## config.mk

```make
export PLATFORM = sky130hd
export DESIGN_NAME = pwm_compare_stretch
export DESIGN_NICKNAME = d
export VERILOG_FILES = /design/src/pwm_stretch_pkg.sv /design/src/pwm_channel_cmp.sv /design/src/pwm_compare_stretch.sv
export SDC_FILE = /design/constraint.sdc
export NUM_CORES = 1
export LEC_CHECK = 0
export ABC_CLOCK_PERIOD_IN_PS = 9700
export BUFFER_PORTS_ARGS = -buffer_cell sky130_fd_sc_hd__buf_2
export CAP_MARGIN = 0
export CORE_MARGIN = 2
export CORE_UTILIZATION = 30
export DETAILED_ROUTE_END_ITERATION = 10
export HOLD_SLACK_MARGIN = 0.05
export PLACE_DENSITY = 0.49
export SYNTH_ARGS = -nofsm -noshare
export SYNTH_HDL_FRONTEND = slang
export SYNTH_SLANG_ARGS = --single-unit
```

## constraint.sdc

```tcl
create_clock -name sys_clk_i -period 9.7 [get_ports sys_clk_i]
set_input_delay 1.455 -clock sys_clk_i [delete_from_list [all_inputs] [get_ports sys_clk_i]]
set_output_delay 1.455 -clock sys_clk_i [all_outputs]
set_load 0.02 [all_outputs]
```

## src/pwm_stretch_pkg.sv

```systemverilog
package pwm_stretch_pkg;

  localparam int unsigned SHORT_CHANNELS = 6;
  localparam int unsigned LONG_CHANNELS  = 2;
  localparam int unsigned CHANNELS       = SHORT_CHANNELS + LONG_CHANNELS;

  // special function register addresses
  localparam logic [7:0] SHORT_DUTY_BASE_ADDR = 8'hC1;
  localparam logic [7:0] SHORT_DUTY_LAST_ADDR = 8'hC6;
  localparam logic [7:0] LONG_DUTY_CH0_ADDR   = 8'hC7;
  localparam logic [7:0] LONG_DUTY_CH1_ADDR   = 8'hC9;
  localparam logic [7:0] STRETCH_EXT_CH0_ADDR = 8'hCA;
  localparam logic [7:0] STRETCH_EXT_CH1_ADDR = 8'hCB;

  localparam logic [7:0] REG_RESET_VALUE = 8'h00;

  // field positions
  localparam int unsigned DIRECT_RATE_BIT    = 1;
  localparam int unsigned HALF_RATE_BIT      = 0;
  localparam logic [7:0]  EXT_CH1_WRITE_MASK = 8'hFC;

  // counter fields
  localparam int unsigned COUNTER_WIDTH   = 14;
  localparam int unsigned SHORT_POS_WIDTH = 6;
  localparam int unsigned LONG_POS_WIDTH  = 8;
  localparam int unsigned SHORT_IDX_WIDTH = 2;
  localparam int unsigned LONG_IDX_WIDTH  = 6;

  // clocks per count minus one: direct, normal, halved
  localparam logic [1:0] DIV_DIRECT_LAST = 2'h0;
  localparam logic [1:0] DIV_NORMAL_LAST = 2'h1;
  localparam logic [1:0] DIV_HALF_LAST   = 2'h3;

endpackage

```

## src/pwm_channel_cmp.sv

```systemverilog
`timescale 1ns/100ps
module pwm_channel_cmp #(
  parameter bit LONG_RES = 1'b0
) (
  // clock and reset
  input  wire logic       sys_clk_i,
  input  wire logic       reset_i,
  // active settings
  input  wire logic [7:0] compare_i,
  input  wire logic [7:0] stretch_ext_i,
  input  wire logic       enable_i,
  // shared counter
  input  wire logic [pwm_stretch_pkg::COUNTER_WIDTH-1:0] counter_i,
  // pin drive
  output logic            pwm_out_o
);
  import pwm_stretch_pkg::*;

  logic [8:0] base_high;
  logic       stretch;
  logic [8:0] threshold;
  logic [8:0] position;

  always_comb begin
    stretch = 1'b0;
    if (LONG_RES) begin
      base_high = {1'b0, compare_i};
      position  = {1'b0, counter_i[LONG_POS_WIDTH-1:0]};
      // lowest set index bit k picks extension bit 7-k, spreading stretches apart
      for (int k = LONG_IDX_WIDTH - 1; k >= 0; k--) begin
        if (counter_i[LONG_POS_WIDTH + k]) begin
          stretch = stretch_ext_i[7 - k];
        end
      end
    end else begin
      base_high = {3'h0, compare_i[7:2]};
      position  = {3'h0, counter_i[SHORT_POS_WIDTH-1:0]};
      if (counter_i[SHORT_POS_WIDTH]) begin
        stretch = compare_i[1];
      end else if (counter_i[SHORT_POS_WIDTH + 1]) begin
        stretch = compare_i[0];
      end
    end
    threshold = base_high + {8'h00, stretch};
  end

  // high from the start of each base cycle until the position reaches the threshold;
  // a zero threshold never raises the pin
  always_ff @(posedge sys_clk_i or posedge reset_i) begin
    if (reset_i) begin
      pwm_out_o <= 1'b0;
    end else begin
      pwm_out_o <= enable_i && (position < threshold);
    end
  end

endmodule

```

## src/pwm_compare_stretch.sv

```systemverilog
`timescale 1ns/100ps
module pwm_compare_stretch (
  // clock and reset
  input  wire logic        sys_clk_i,
  input  wire logic        reset_i,
  // special function register port
  input  wire logic [7:0]  sfr_addr_i,
  input  wire logic [7:0]  sfr_wdata_i,
  input  wire logic        sfr_wr_i,
  input  wire logic        sfr_rd_i,
  output logic      [7:0]  sfr_rdata_o,
  // shared counter side
  input  wire logic [pwm_stretch_pkg::COUNTER_WIDTH-1:0] counter_i,
  input  wire logic        counter_ovf_i,
  input  wire logic [pwm_stretch_pkg::CHANNELS-1:0]      channel_enable_i,
  output logic             count_tick_o,
  // channel pins
  output logic      [pwm_stretch_pkg::CHANNELS-1:0]      pwm_out_o
);
  import pwm_stretch_pkg::*;

  logic [7:0] shadow_duty_ff  [CHANNELS];
  logic [7:0] active_duty_ff  [CHANNELS];
  logic [7:0] shadow_ext_ff   [LONG_CHANNELS];
  logic [7:0] active_ext_ff   [LONG_CHANNELS];
  logic [1:0] div_cnt_ff;
  logic [1:0] div_last;
  logic       load_active;
  logic [7:0] nxt_rdata;

  // all disabled means the counter is stopped, so loading cannot tear a cycle
  assign load_active = counter_ovf_i || (channel_enable_i == '0);

  // shadow registers, written at any time
  always_ff @(posedge sys_clk_i or posedge reset_i) begin
    if (reset_i) begin
      for (int i = 0; i < CHANNELS; i++) begin
        shadow_duty_ff[i] <= REG_RESET_VALUE;
      end
      for (int i = 0; i < LONG_CHANNELS; i++) begin
        shadow_ext_ff[i] <= REG_RESET_VALUE;
      end
    end else if (sfr_wr_i) begin
      if (sfr_addr_i >= SHORT_DUTY_BASE_ADDR && sfr_addr_i <= SHORT_DUTY_LAST_ADDR) begin
        shadow_duty_ff[3'(sfr_addr_i - SHORT_DUTY_BASE_ADDR)] <= sfr_wdata_i;
      end
      if (sfr_addr_i == LONG_DUTY_CH0_ADDR) begin
        shadow_duty_ff[SHORT_CHANNELS] <= sfr_wdata_i;
      end
      if (sfr_addr_i == LONG_DUTY_CH1_ADDR) begin
        shadow_duty_ff[SHORT_CHANNELS + 1] <= sfr_wdata_i;
      end
      if (sfr_addr_i == STRETCH_EXT_CH0_ADDR) begin
        shadow_ext_ff[0] <= sfr_wdata_i;
      end
      if (sfr_addr_i == STRETCH_EXT_CH1_ADDR) begin
        // reserved low bits kept at zero
        shadow_ext_ff[1] <= sfr_wdata_i & EXT_CH1_WRITE_MASK;
      end
    end
  end

  // active copies feed the comparators
  always_ff @(posedge sys_clk_i or posedge reset_i) begin
    if (reset_i) begin
      for (int i = 0; i < CHANNELS; i++) begin
        active_duty_ff[i] <= REG_RESET_VALUE;
      end
      for (int i = 0; i < LONG_CHANNELS; i++) begin
        active_ext_ff[i] <= REG_RESET_VALUE;
      end
    end else if (load_active) begin
      active_duty_ff <= shadow_duty_ff;
      active_ext_ff  <= shadow_ext_ff;
    end
  end

  // counting rate from the active direct and halving bits
  always_comb begin
    if (active_ext_ff[0][DIRECT_RATE_BIT]) begin
      div_last = DIV_DIRECT_LAST;
    end else if (active_ext_ff[0][HALF_RATE_BIT]) begin
      div_last = DIV_HALF_LAST;
    end else begin
      div_last = DIV_NORMAL_LAST;
    end
  end

  always_ff @(posedge sys_clk_i or posedge reset_i) begin
    if (reset_i) begin
      div_cnt_ff <= 2'h0;
    end else if (div_cnt_ff >= div_last) begin
      div_cnt_ff <= 2'h0;
    end else begin
      div_cnt_ff <= div_cnt_ff + 2'h1;
    end
  end

  // one tick serves channels and timer mode alike
  assign count_tick_o = (div_cnt_ff >= div_last);

  // read back of shadow values, unmapped reads zero
  always_comb begin
    nxt_rdata = 8'h00;
    if (sfr_addr_i >= SHORT_DUTY_BASE_ADDR && sfr_addr_i <= SHORT_DUTY_LAST_ADDR) begin
      nxt_rdata = shadow_duty_ff[3'(sfr_addr_i - SHORT_DUTY_BASE_ADDR)];
    end else if (sfr_addr_i == LONG_DUTY_CH0_ADDR) begin
      nxt_rdata = shadow_duty_ff[SHORT_CHANNELS];
    end else if (sfr_addr_i == LONG_DUTY_CH1_ADDR) begin
      nxt_rdata = shadow_duty_ff[SHORT_CHANNELS + 1];
    end else if (sfr_addr_i == STRETCH_EXT_CH0_ADDR) begin
      nxt_rdata = shadow_ext_ff[0];
    end else if (sfr_addr_i == STRETCH_EXT_CH1_ADDR) begin
      nxt_rdata = shadow_ext_ff[1];
    end
  end

  always_ff @(posedge sys_clk_i or posedge reset_i) begin
    if (reset_i) begin
      sfr_rdata_o <= 8'h00;
    end else if (sfr_rd_i) begin
      sfr_rdata_o <= nxt_rdata;
    end
  end

  // one comparator per channel
  for (genvar ch = 0; ch < CHANNELS; ch++) begin : g_chan
    pwm_channel_cmp #(
      .LONG_RES (ch >= SHORT_CHANNELS)
    ) u_cmp (
      .sys_clk_i     (sys_clk_i),
      .reset_i       (reset_i),
      .compare_i     (active_duty_ff[ch]),
      .stretch_ext_i (active_ext_ff[(ch >= SHORT_CHANNELS) ? ch - SHORT_CHANNELS : 0]),
      .enable_i      (channel_enable_i[ch]),
      .counter_i     (counter_i),
      .pwm_out_o     (pwm_out_o[ch])
    );
  end

endmodule

```

; After elaboration in Yosys (flattened, before gate mapping)
; Index checks and enable logic that the tools add are counted.
[word_totals]
mem_bits_rw = 0
mem_bits_ro = 0
inputBits = 43
out_inout_bits = 17
latch_bits = 0
regBits = 174
word_cells = 118
mem_count = 0
[classes]
div = 0
n_mux = 41
n_lt_le_gt_ge = 13
eq_ne = 4
n_reduce_logical = 19
shifts = 0
n_bitwise = 1
mul = 0
n_addsub = 10
[op_table]
columns = cell, n
row1 = 8-bit 2-to-1 mux, 10
row2 = 64-bit bitwise mux, 1
row3 = 6-bit by 9-bit less-than comparator with 1-bit output, 6
row4 = 6-bit by 1-bit adder with 7-bit output, 6
row5 = 8-bit == test (second input constant), 4
row6 = 8-bit binary-select mux with 3-bit select, 1
row7 = 8-bit demux with 3-bit select, 1
row8 = 1-bit 2-to-1 mux, 24
row9 = 8-bit by 1-bit adder with 9-bit output, 2
row10 = 8-bit by 9-bit less-than comparator with 1-bit output, 2
row11 = 16-bit 2-to-1 mux, 1
row12 = 1-bit logical AND, 10
row13 = 2-bit AND reduction, 5
row14 = 8-bit >= comparator (second input constant), 1
row15 = 8-bit <= comparator (second input constant), 1
row16 = 8-bit logical NOT, 1
row17 = 2-bit 2-to-1 mux, 3
row18 = 4-bit >= comparator (second input constant), 1
row19 = 4-bit by 1-bit less-than comparator with 1-bit output (second input constant), 1
row20 = 3-bit NOT with 4-bit output, 1
row21 = 2-bit nonzero test, 2
row22 = 3-bit by 1-bit subtractor with 3-bit output (second input constant), 1
row23 = 2-bit by 1-bit adder with 2-bit output (second input constant), 1
row24 = 2-bit >= comparator, 1
row25 = 1-bit logical OR, 1

; Longest topological paths before layout
; Gate-level depths: netlist of the first run.
[logic_depth]
word_depth = 9
mapped_depth = 13
mapped_depth_nobuf = 13

; Cells and area by module
; Synthesis of the first run repeated with hierarchy kept, for this count alone.
[hier_totals]
cells_unflattened = 844
area_unflattened_um2 = 9664.3
[modules_own_cells]
columns = module, seq_area_each_um2, cells_per_inst, instances, area_per_inst_um2
row1 = pwm_compare_stretch, 4154.0, 538, 1, 7382.1
row2 = pwm_channel_cmp (g_chan[0].u_cmp ...), 25.0, 34, 6, 251.5
row3 = pwm_channel_cmp (g_chan[6].u_cmp ...), 25.0, 51, 2, 386.6

; Worst setup path before layout of the first run
; Ideal clock, no wire load.
[synth_timing]
path_type = in2reg
startpoint = input sfr_addr_i[0]
endpoint = register sfr_rdata_o[7]
t_required_ns = 9.563
cell_stages = 8
setup_time_ns = 0.137
n_path_buf = 1
arrival_time_ns = 3.664
slack_ns = 5.899
cell_sequence = buf_2 > inv_1 > ha_1 > xnor2_1 > mux4_2 > mux2_2 > a22oi_1 > a21oi_1
[synth_between]
elab_chain_cells = 6
elab_cells_between_ends = 17
classes_between = 1 x add/sub / 2 x order compare / 4 x eq/ne / 8 x mux / 1 x bitwise / 1 x reduce/logical
[synth_rtl]
columns = item, line_no
row1 = from (decl), pwm_compare_stretch.sv:7  ; input wire logic [7:0] sfr_addr_i,
row2 = 3-bit by 1-bit subtractor with 3-bit output or 8-bit == test (tied branches), "pwm_compare_stretch.sv:106, pwm_compare_stretch.sv:113"
row3 = 3-bit NOT with 4-bit output (implied by the code) or 8-bit 2-to-1 mux (tied branches), "pwm_compare_stretch.sv:106, pwm_compare_stretch.sv:113"
row4 = 8-bit binary-select mux with 3-bit select or 8-bit 2-to-1 mux (tied branches), "pwm_compare_stretch.sv:106, pwm_compare_stretch.sv:111"
row5 = 8-bit 2-to-1 mux (on tied branches), "pwm_compare_stretch.sv:106, pwm_compare_stretch.sv:109"
row6 = 8-bit 2-to-1 mux (on tied branches), "pwm_compare_stretch.sv:106, pwm_compare_stretch.sv:107"
row7 = 8-bit 2-to-1 mux *, pwm_compare_stretch.sv:105  ; if (sfr_addr_i >= SHORT_DUTY_BASE_ADDR && sfr_addr_i <= SHORT_DUTY_LAST_ADDR) begin
row8 = to (signal assigned), pwm_compare_stretch.sv:122  ; sfr_rdata_o <= nxt_rdata;
row9 = to (decl), pwm_compare_stretch.sv:11  ; output logic [7:0] sfr_rdata_o,
; Every way passes the cells marked *; elsewhere a longest branch is shown, timed or not. The select of a mux whose other input is x is not followed.
; A chain may end at the register's enable or synchronous reset.

; Final worst setup path of the first run
[layout_timing]
startpoint = input sfr_addr_i[0]
endpoint = register shadow_duty_ff[44] (netlist bit)
[layout_between]
elab_chain_cells = 7
elab_cells_between_ends = 12
classes_between = 1 x add/sub / 4 x order compare / 3 x mux / 1 x bitwise / 3 x reduce/logical
[layout_rtl]
columns = item, line_no
row1 = 3-bit by 1-bit subtractor with 3-bit output, pwm_compare_stretch.sv:45  ; shadow_duty_ff[3'(sfr_addr_i - SHORT_DUTY_BASE_ADDR)] <= sfr_wdata_i;
row2 = 3-bit NOT with 4-bit output (implied by the code), pwm_compare_stretch.sv:45
row3 = 4-bit >= comparator (implied by the code) or 4-bit by 1-bit less-than comparator with 1-bit output (tied branches), pwm_compare_stretch.sv:45
row4 = 1-bit logical AND (implied by the code), pwm_compare_stretch.sv:45
row5 = 8-bit 2-to-1 mux (implied by the code), pwm_compare_stretch.sv:45
row6 = 8-bit demux with 3-bit select, pwm_compare_stretch.sv:45
row7 = 64-bit bitwise mux, pwm_compare_stretch.sv:45
row8 = "to (signal, indexed assignment)", pwm_compare_stretch.sv:45
row9 = "to (signal, indexed assignment)", pwm_compare_stretch.sv:48  ; shadow_duty_ff[SHORT_CHANNELS] <= sfr_wdata_i;
row10 = "to (signal, indexed assignment)", pwm_compare_stretch.sv:51  ; shadow_duty_ff[SHORT_CHANNELS + 1] <= sfr_wdata_i;
row11 = to (decl), pwm_compare_stretch.sv:22  ; logic [7:0] shadow_duty_ff [CHANNELS];
; Parallel ways exist; a longest one is shown, timed or not.

==> impl_metrics.py, run 1 <==
metrics = {
    "worst_setup_path": {
        "endpoint_kind": "flop",
        "crit_arrival_ps": 4540,
        "required_ps": 10020,
        "reg2reg_setup_slack_ps": 6670,
        "r2r_cells": 13,
        "r2r-end": "g_chan[6].u_cmp.pwm_out_o$_DFF_PP0_",
        "timing.rr.start": "active_ext_ff[10]$_DFFE_PP0P_",
        "crit_path_start_kind": "primary input",
        "crit_fanout": 24,
        "critPathKind": "in -> reg",
    },
    "worst_hold_path": {
        "whs_endpoint": "div_cnt_ff[0]$_DFF_PP0_",
        "min_path_type": "reg -> reg",
        "whs_path_depth": 1,
        "hold_start": "div_cnt_ff[0]$_DFF_PP0_",
    },
    "clock_network": {
        "clk_latency_ps": 450,
        "path_clk_slew_ps": 70,
        "htreeDepth": 4,
        "cts_setup_buffers": 0,
        "cts_hold_buf": 0,
        "cts_resized": 0,
        "cts_tree": "yes",
        "cts_buffers": 17,
        "cts_buffer_depth": 2,
        "clock-sinks": 174,
        "cts_root_buf": "clkbuf_16",
    },
    "placed_design": {
        "dpl.hpwl_mm": 18.4,
        "gp_congestion": 0.845,
        "pre_cts_slack_ps": 5050,
        "dpl_cell_area_sq_um": 10300,
        "io_buffers": 59,
        "dp.cells": 1253,
    },
    "global_routing": {
        "grt_overflow": 0,
        "grtUsageTotal": 0.163,
        "antenna_found_initial": 0,
        "grt_start_max_net_pins": 102,
        "grt_pass1_wl_mm": 40.8,
        "grt_pass1_vias": 6550,
    },
    "timing": {
        "hold_slack_ps": 480,
        "setup_ws_ps": 5480,
        "skew_ps": 12.2,
        "worst_slew_pin_slew_ps": 1080,
        "finalCritPeriodShare": 0.435,
        "relSlewSlack": 0.277,
        "rsz0062_at_grt": "no",
        "setup_tns_ps": 0,
        "max_freq_ghz": 0.237,
        "timing.final.crit_period_ps": 4220,
        "timing_hold_violations_final": 0,
        "finalSetupViolCount": 0,
        "slew_viol_final": 0,
    },
    "pwr": {
        "leakage_nw": 5.11,
        "power_mw": 1.71,
        "irDropWorstVdd_uv": 97.1,
        "powerDensity_nw_per_um2": 158,
    },
    "floorplan": {
        "rows": 65,
        "start_util": 0.305,
        "fp.dieH_microns": 183,
        "io-pin-count": 60,
        "core_sq_um": 31500,
        "die-area_sq_um": 33400,
        "die_w_microns": 183,
    },
    "final_layout": {
        "design_area_sq_um": 10800,
        "area_growth_syn_to_layout_pct": 12.9,
        "final_core_util": 0.344,
        "antennaDiodeCount": 0,
        "final_cell_mix": "174 x dfrtp_1, 158 x mux2_2, 66 x ha_1",
        "final_layout_size_suffix_gt1_frac": 0.306,
        "nNetsFinal": 979,
        "instances_no_fill": 1285,
        "final_common_cell": "dfrtp_1",
    },
    "detailed_routing": {
        "wl_per_cell_microns": 20.1,
        "wirelength_mm": 25.8,
        "first_pass_iters": 5,
        "ant_nets": 0,
        "first_iter_violations": 410,
        "route.detailed.drc": 0,
        "routed_via_density": 5.05,
        "vias": 6487,
    },
    "logic_synthesis": {
        "seq_area_frac_synth": 0.454,
        "postSynthAreaPerCell_sq_um": 11.5,
        "synth_cell_types": 48,
        "synth_cells": 830,
        "ys_seq_elements": 174,
        "ys_warn_count": 0,
        "syn_area_sq_um": 9590,
        "synth_fp_nets": 939,
    },
    "outcome": {
        "outcome": "finished clean",
    },
    "job": {
        "drv_cap": 0,
    },
}
-- cell usage after synthesis (all sizes together) --
cell / n / area share
nor3b: 3 / 0.0023
nor2: 14 / 0.0063
nand3: 56 / 0.029
buf: 23 / 0.013
nand2b: 13 / 0.0085
and4: 2 / 0.0018
a311oi: 1 / 0.0027
a21o: 11 / 0.0086
a221oi: 3 / 0.0027
a31oi: 13 / 0.0085
o211ai: 2 / 0.0016
or3: 5 / 0.0033
a22oi: 2 / 0.0016
o31ai: 6 / 0.0047
a22o: 4 / 0.0037
mux2: 158 / 0.19
xor2: 27 / 0.025
dfrtp: 174 / 0.45
nand2: 64 / 0.026
ha: 66 / 0.086
mux2i: 10 / 0.010
nor4bb: 2 / 0.0021
a211oi: 1 / 0.00078
and2: 4 / 0.0026
clkbuf: 20 / 0.0080
nand3b: 7 / 0.0055
inv: 17 / 0.0067
and3: 12 / 0.0078
xnor2: 14 / 0.013
nor2b: 7 / 0.0046
nor4: 4 / 0.0057
o211a: 1 / 0.0010
and3b: 3 / 0.0027
a21oi: 38 / 0.020
a32o: 5 / 0.0052
nand4: 7 / 0.0046
nor3: 5 / 0.0061
o32ai: 1 / 0.00091
o21ai: 21 / 0.011
mux4: 2 / 0.0047
a32oi: 2 / 0.0018
-- cell families (layout without fill, tap and decap cells) --
group	count (synthesis)	in the layout	synth area share
compound gates	111	111	0.0747
flops	174	174	0.454
fa+ha+maj	66	66	0.0862
buf+inv	60	113	0.0277
mux	170	170	0.201
xor+xnor	41	41	0.0375
simple gates	208	208	0.119
-- cell type report --
class	instances	area [sq um]
timing repair buffer	64	333
multi-input combinational	596	4990
clock buffer	17	425
fill	3114	20600
tap	402	503
clock inverter	15	150
sequential	174	4350
inverter	17	68.8
-- power breakdown --
| part | internal [mW] | total, mW | switching (mW) |
|---|---|---|---|
| sequential | 0.768 | 0.812 | 0.0434 |
| clock | 0.342 | 0.674 | 0.332 |
| combinational | 0.0935 | 0.220 | 0.126 |
-- per-layer routing --
layer,part of all wire,global-route usage
met5,0,0
met4,0.011,0.0342
met3,0.031,0.0296
met2,0.45,0.248
met1,0.51,0.241
-- registers in the layout, summed over array words and instances, names as in the netlist --
signal                  count
g_chan.u_cmp.pwm_out_o      8
div_cnt_ff                  2
active_duty_ff             64
shadow_ext_ff              14
sfr_rdata_o                 8
shadow_duty_ff             64
active_ext_ff              14
-- worst max-delay path by stage --
stage                   from                              to  slack [ps]  cells after the start
2_1_floorplan        reset_i   active_duty_ff[0]$_DFFE_PP0P_        3530                      1
3_5_place_dp   sfr_addr_i[0]  shadow_duty_ff[44]$_DFFE_PP0P_        5050                      8
4_1_cts        sfr_addr_i[0]  shadow_duty_ff[44]$_DFFE_PP0P_        5520                      8
3_3_place_gp   sfr_addr_i[0]  shadow_duty_ff[44]$_DFFE_PP0P_        5130                      8
6_report       sfr_addr_i[0]  shadow_duty_ff[44]$_DFFE_PP0P_        5480                      8
5_1_grt        sfr_addr_i[0]  shadow_duty_ff[44]$_DFFE_PP0P_        5320                      8
-- worst max-delay path, stage by stage --
cell and delay [ps]:
buf_2 290, inv_1 280, ha_1 480, nand3_1 250
a311oi_4 570, nand2_4 220, nor4_4 570, mux2_2 400
(Power assumes the default switching activity.)
==> inputs of run 2 (changes only) <==
ABC_CLOCK_PERIOD_IN_PS = 3400   (was 9700)
PLACE_DENSITY = 0.51   (was 0.49)
clock period = 3.4 ns   (was 9.7 ns; I/O delays follow)
==> run 2 against run 1 <==
  * Count of clock-buffer cells in the layout stayed put
  * Via count is 1.8% higher
  * Clock power grew to 3.0 times the previous value
  * Critical path depth is 6 higher
  * First-iteration DRC count is 2.0% lower
  * Cell area is 1.8% higher
  * Wire length is 0.29% lower
  * Final cell count is 1.2% higher
  * Critical endpoint is now g_chan[6].u_cmp.pwm_out_o$_DFF_PP0_
==> impl_metrics.py, run 2 (synthesized netlist as in run 1, its figures left out) <==
metrics = {
    "clock_network": {
        "cts_buffer_depth": 2,
        "cts_setup_buffers": 0,
        "htreeDepth": 4,
        "path_clk_slew_ps": 80,
        "clock-sinks": 174,
        "cts_buffers": 17,
        "cts_tree": "yes",
        "clk_latency_ps": 450,
        "cts_root_buf": "clkbuf_16",
    },
    "worst_setup_path": {
        "critPathLaunch": "active_ext_ff[10]$_DFFE_PP0P_",
        "crit_arrival_ps": 3180,
        "reg2reg_setup_slack_ps": 590,
        "crit_path_start_kind": "flop",
        "timing.rr.start": "active_ext_ff[10]$_DFFE_PP0P_",
        "endpoint_kind": "flop",
        "crit_fanout": 3,
        "required_ps": 3770,
        "critPathKind": "reg -> reg",
        "crit_end": "g_chan[6].u_cmp.pwm_out_o$_DFF_PP0_",
        "r2r_cells": 14,
        "r2r-end": "g_chan[6].u_cmp.pwm_out_o$_DFF_PP0_",
    },
    "timing": {
        "worst_slew_pin_slew_ps": 615,
        "setup_tns_ps": 0,
        "slew_viol_final": 0,
        "timing_hold_violations_final": 0,
        "rsz0062_at_grt": "no",
        "relSlewSlack": 0.587,
        "finalCritPeriodShare": 0.826,
        "skew_ps": 13.4,
        "max_freq_ghz": 0.356,
        "finalSetupViolCount": 0,
        "setup_ws_ps": 592,
        "timing.final.crit_period_ps": 2810,
    },
    "placed_design": {
        "io_buffers": 59,
        "gp_congestion": 0.853,
        "dpl.hpwl_mm": 18.9,
        "pre_cts_slack_ps": 232,
    },
    "pwr": {
        "p_seq_frac": 0.464,
        "combPwrFrac": 0.131,
        "p_int_mw": 3.48,
        "power_frac_clock": 0.404,
        "sw_frac_of_total": 0.301,
        "switchingPower_mw": 1.50,
        "leakage_nw": 5.21,
        "powerDensity_nw_per_um2": 452,
        "irDropWorstVdd_uv": 327,
    },
    "global_routing": {
        "grt_pass1_wl_mm": 41.2,
        "antenna_found_initial": 0,
        "grtUsageTotal": 0.164,
        "grt_overflow": 0,
        "grt_start_max_net_pins": 79,
        "grt_pass1_vias": 6763,
    },
    "final_layout": {
        "antennaDiodeCount": 0,
        "largestRegisters": "active_duty_ff: 64 flops, shadow_duty_ff: 64 flops",
        "final_layout_size_suffix_gt1_frac": 0.316,
        "final_common_cell": "dfrtp_1",
        "area_growth_syn_to_layout_pct": 14.9,
        "nNetsFinal": 994,
        "final_cell_mix": "174 x dfrtp_1, 158 x mux2_2, 66 x ha_1",
    },
    "detailed_routing": {
        "routed_via_density": 5.08,
        "ant_nets": 0,
        "vias": 6606,
        "route.detailed.drc": 0,
        "first_iter_violations": 402,
        "wirelength_mm": 25.7,
        "wl_per_cell_microns": 19.8,
        "first_pass_iters": 5,
    },
    "job": {
        "drv_cap": 0,
    },
    "worst_hold_path": {
        "min_path_type": "in -> reg",
        "hold_start": "channel_enable_i[5]",
    },
    "floorplan": {
        "core_sq_um": 31500,
        "fp.dieH_microns": 183,
        "io-pin-count": 60,
        "die_w_microns": 183,
        "start_util": 0.305,
        "rows": 65,
        "die-area_sq_um": 33400,
    },
    "outcome": {
        "outcome": "finished clean",
    },
}
## run 2: changes by cell type in the layout (fill, tap and decap cells not counted), sizes merged
cell and change:
dlygate4sd3 +1, clkinv -1, inv +1, buf +14
## run 2: layout make-up
class | instances | area (sq um)
inverter | 17 | 67.6
clock inverter | 15 | 189
timing repair buffer | 79 | 485
clock buffer | 17 | 425
multi-input combinational | 596 | 4990
sequential | 174 | 4350
tap | 402 | 503
fill | 3167 | 20500
## run 2: metrics by stage
stage	instance area (sq um)	utilization	power, mW	hold WS (ps)	std cells
6_report	11000	0.350	4.98	288	1300
5_1_grt	11000	0.350	5.23	296	1300
4_1_cts	11000	0.350	5.05	267	1300
3_5_place_dp	10400	0.330	3.02	449	1267
3_3_place_gp	10400	0.330	3.00	453	1267
2_1_floorplan	9590	-	2.76	447	830
## run 2: worst max-delay path, cell delays in order (launching register included)
cell      delay, ps
dfrtp_1         340
and3b_1         150
a21oi_1          40
o21ai_0         180
mux2i_1         130
a221oi_1        320
buf_4           180
ha_1            190
and3_1          210
xnor2_1         130
ha_1            280
a21o_1          190
a21oi_1         160
o211ai_1        110
a21oi_1         140
## run 2: worst min path at each step
| stage | to | slack, ps | cells after the start |
|---|---|---|---|
| floorplan | div_cnt_ff[0]$_DFF_PP0_ | 450 | 1 |
| global placement | g_chan[5].u_cmp.pwm_out_o$_DFF_PP0_ | 450 | 2 |
| detailed placement | g_chan[5].u_cmp.pwm_out_o$_DFF_PP0_ | 450 | 2 |
| CTS | g_chan[5].u_cmp.pwm_out_o$_DFF_PP0_ | 270 | 3 |
| global route | g_chan[1].u_cmp.pwm_out_o$_DFF_PP0_ | 300 | 3 |
| finish | g_chan[5].u_cmp.pwm_out_o$_DFF_PP0_ | 290 | 3 |
## run 2: per-layer routing
layer / routed length (microns) / part of all wire / GRT usage
met5: 0 / 0 / 0
met4: 340 / 0.013 / 0.0419
met3: 913 / 0.035 / 0.0302
met2: 11600 / 0.45 / 0.253
met1: 12900 / 0.50 / 0.236
## run 2: repair_timing
| item | in CTS | in global routing |
|---|---|---|
| gates resized for setup | 0 | 0 |
| endpoints found under the setup margin | 0 | 0 |
| hold buffers | 1 | 0 |
| hold endpoints to repair | 3 | 0 |
## run 2: power groups by stage
stage | registers, mW | clock network (mW) | logic, mW
2_1_floorplan | 2.31 | 0 | 0.452
3_3_place_gp | 2.35 | 0 | 0.648
3_5_place_dp | 2.35 | 0 | 0.662
4_1_cts | 2.31 | 2.07 | 0.667
5_1_grt | 2.33 | 2.16 | 0.741
6_report | 2.31 | 2.01 | 0.654
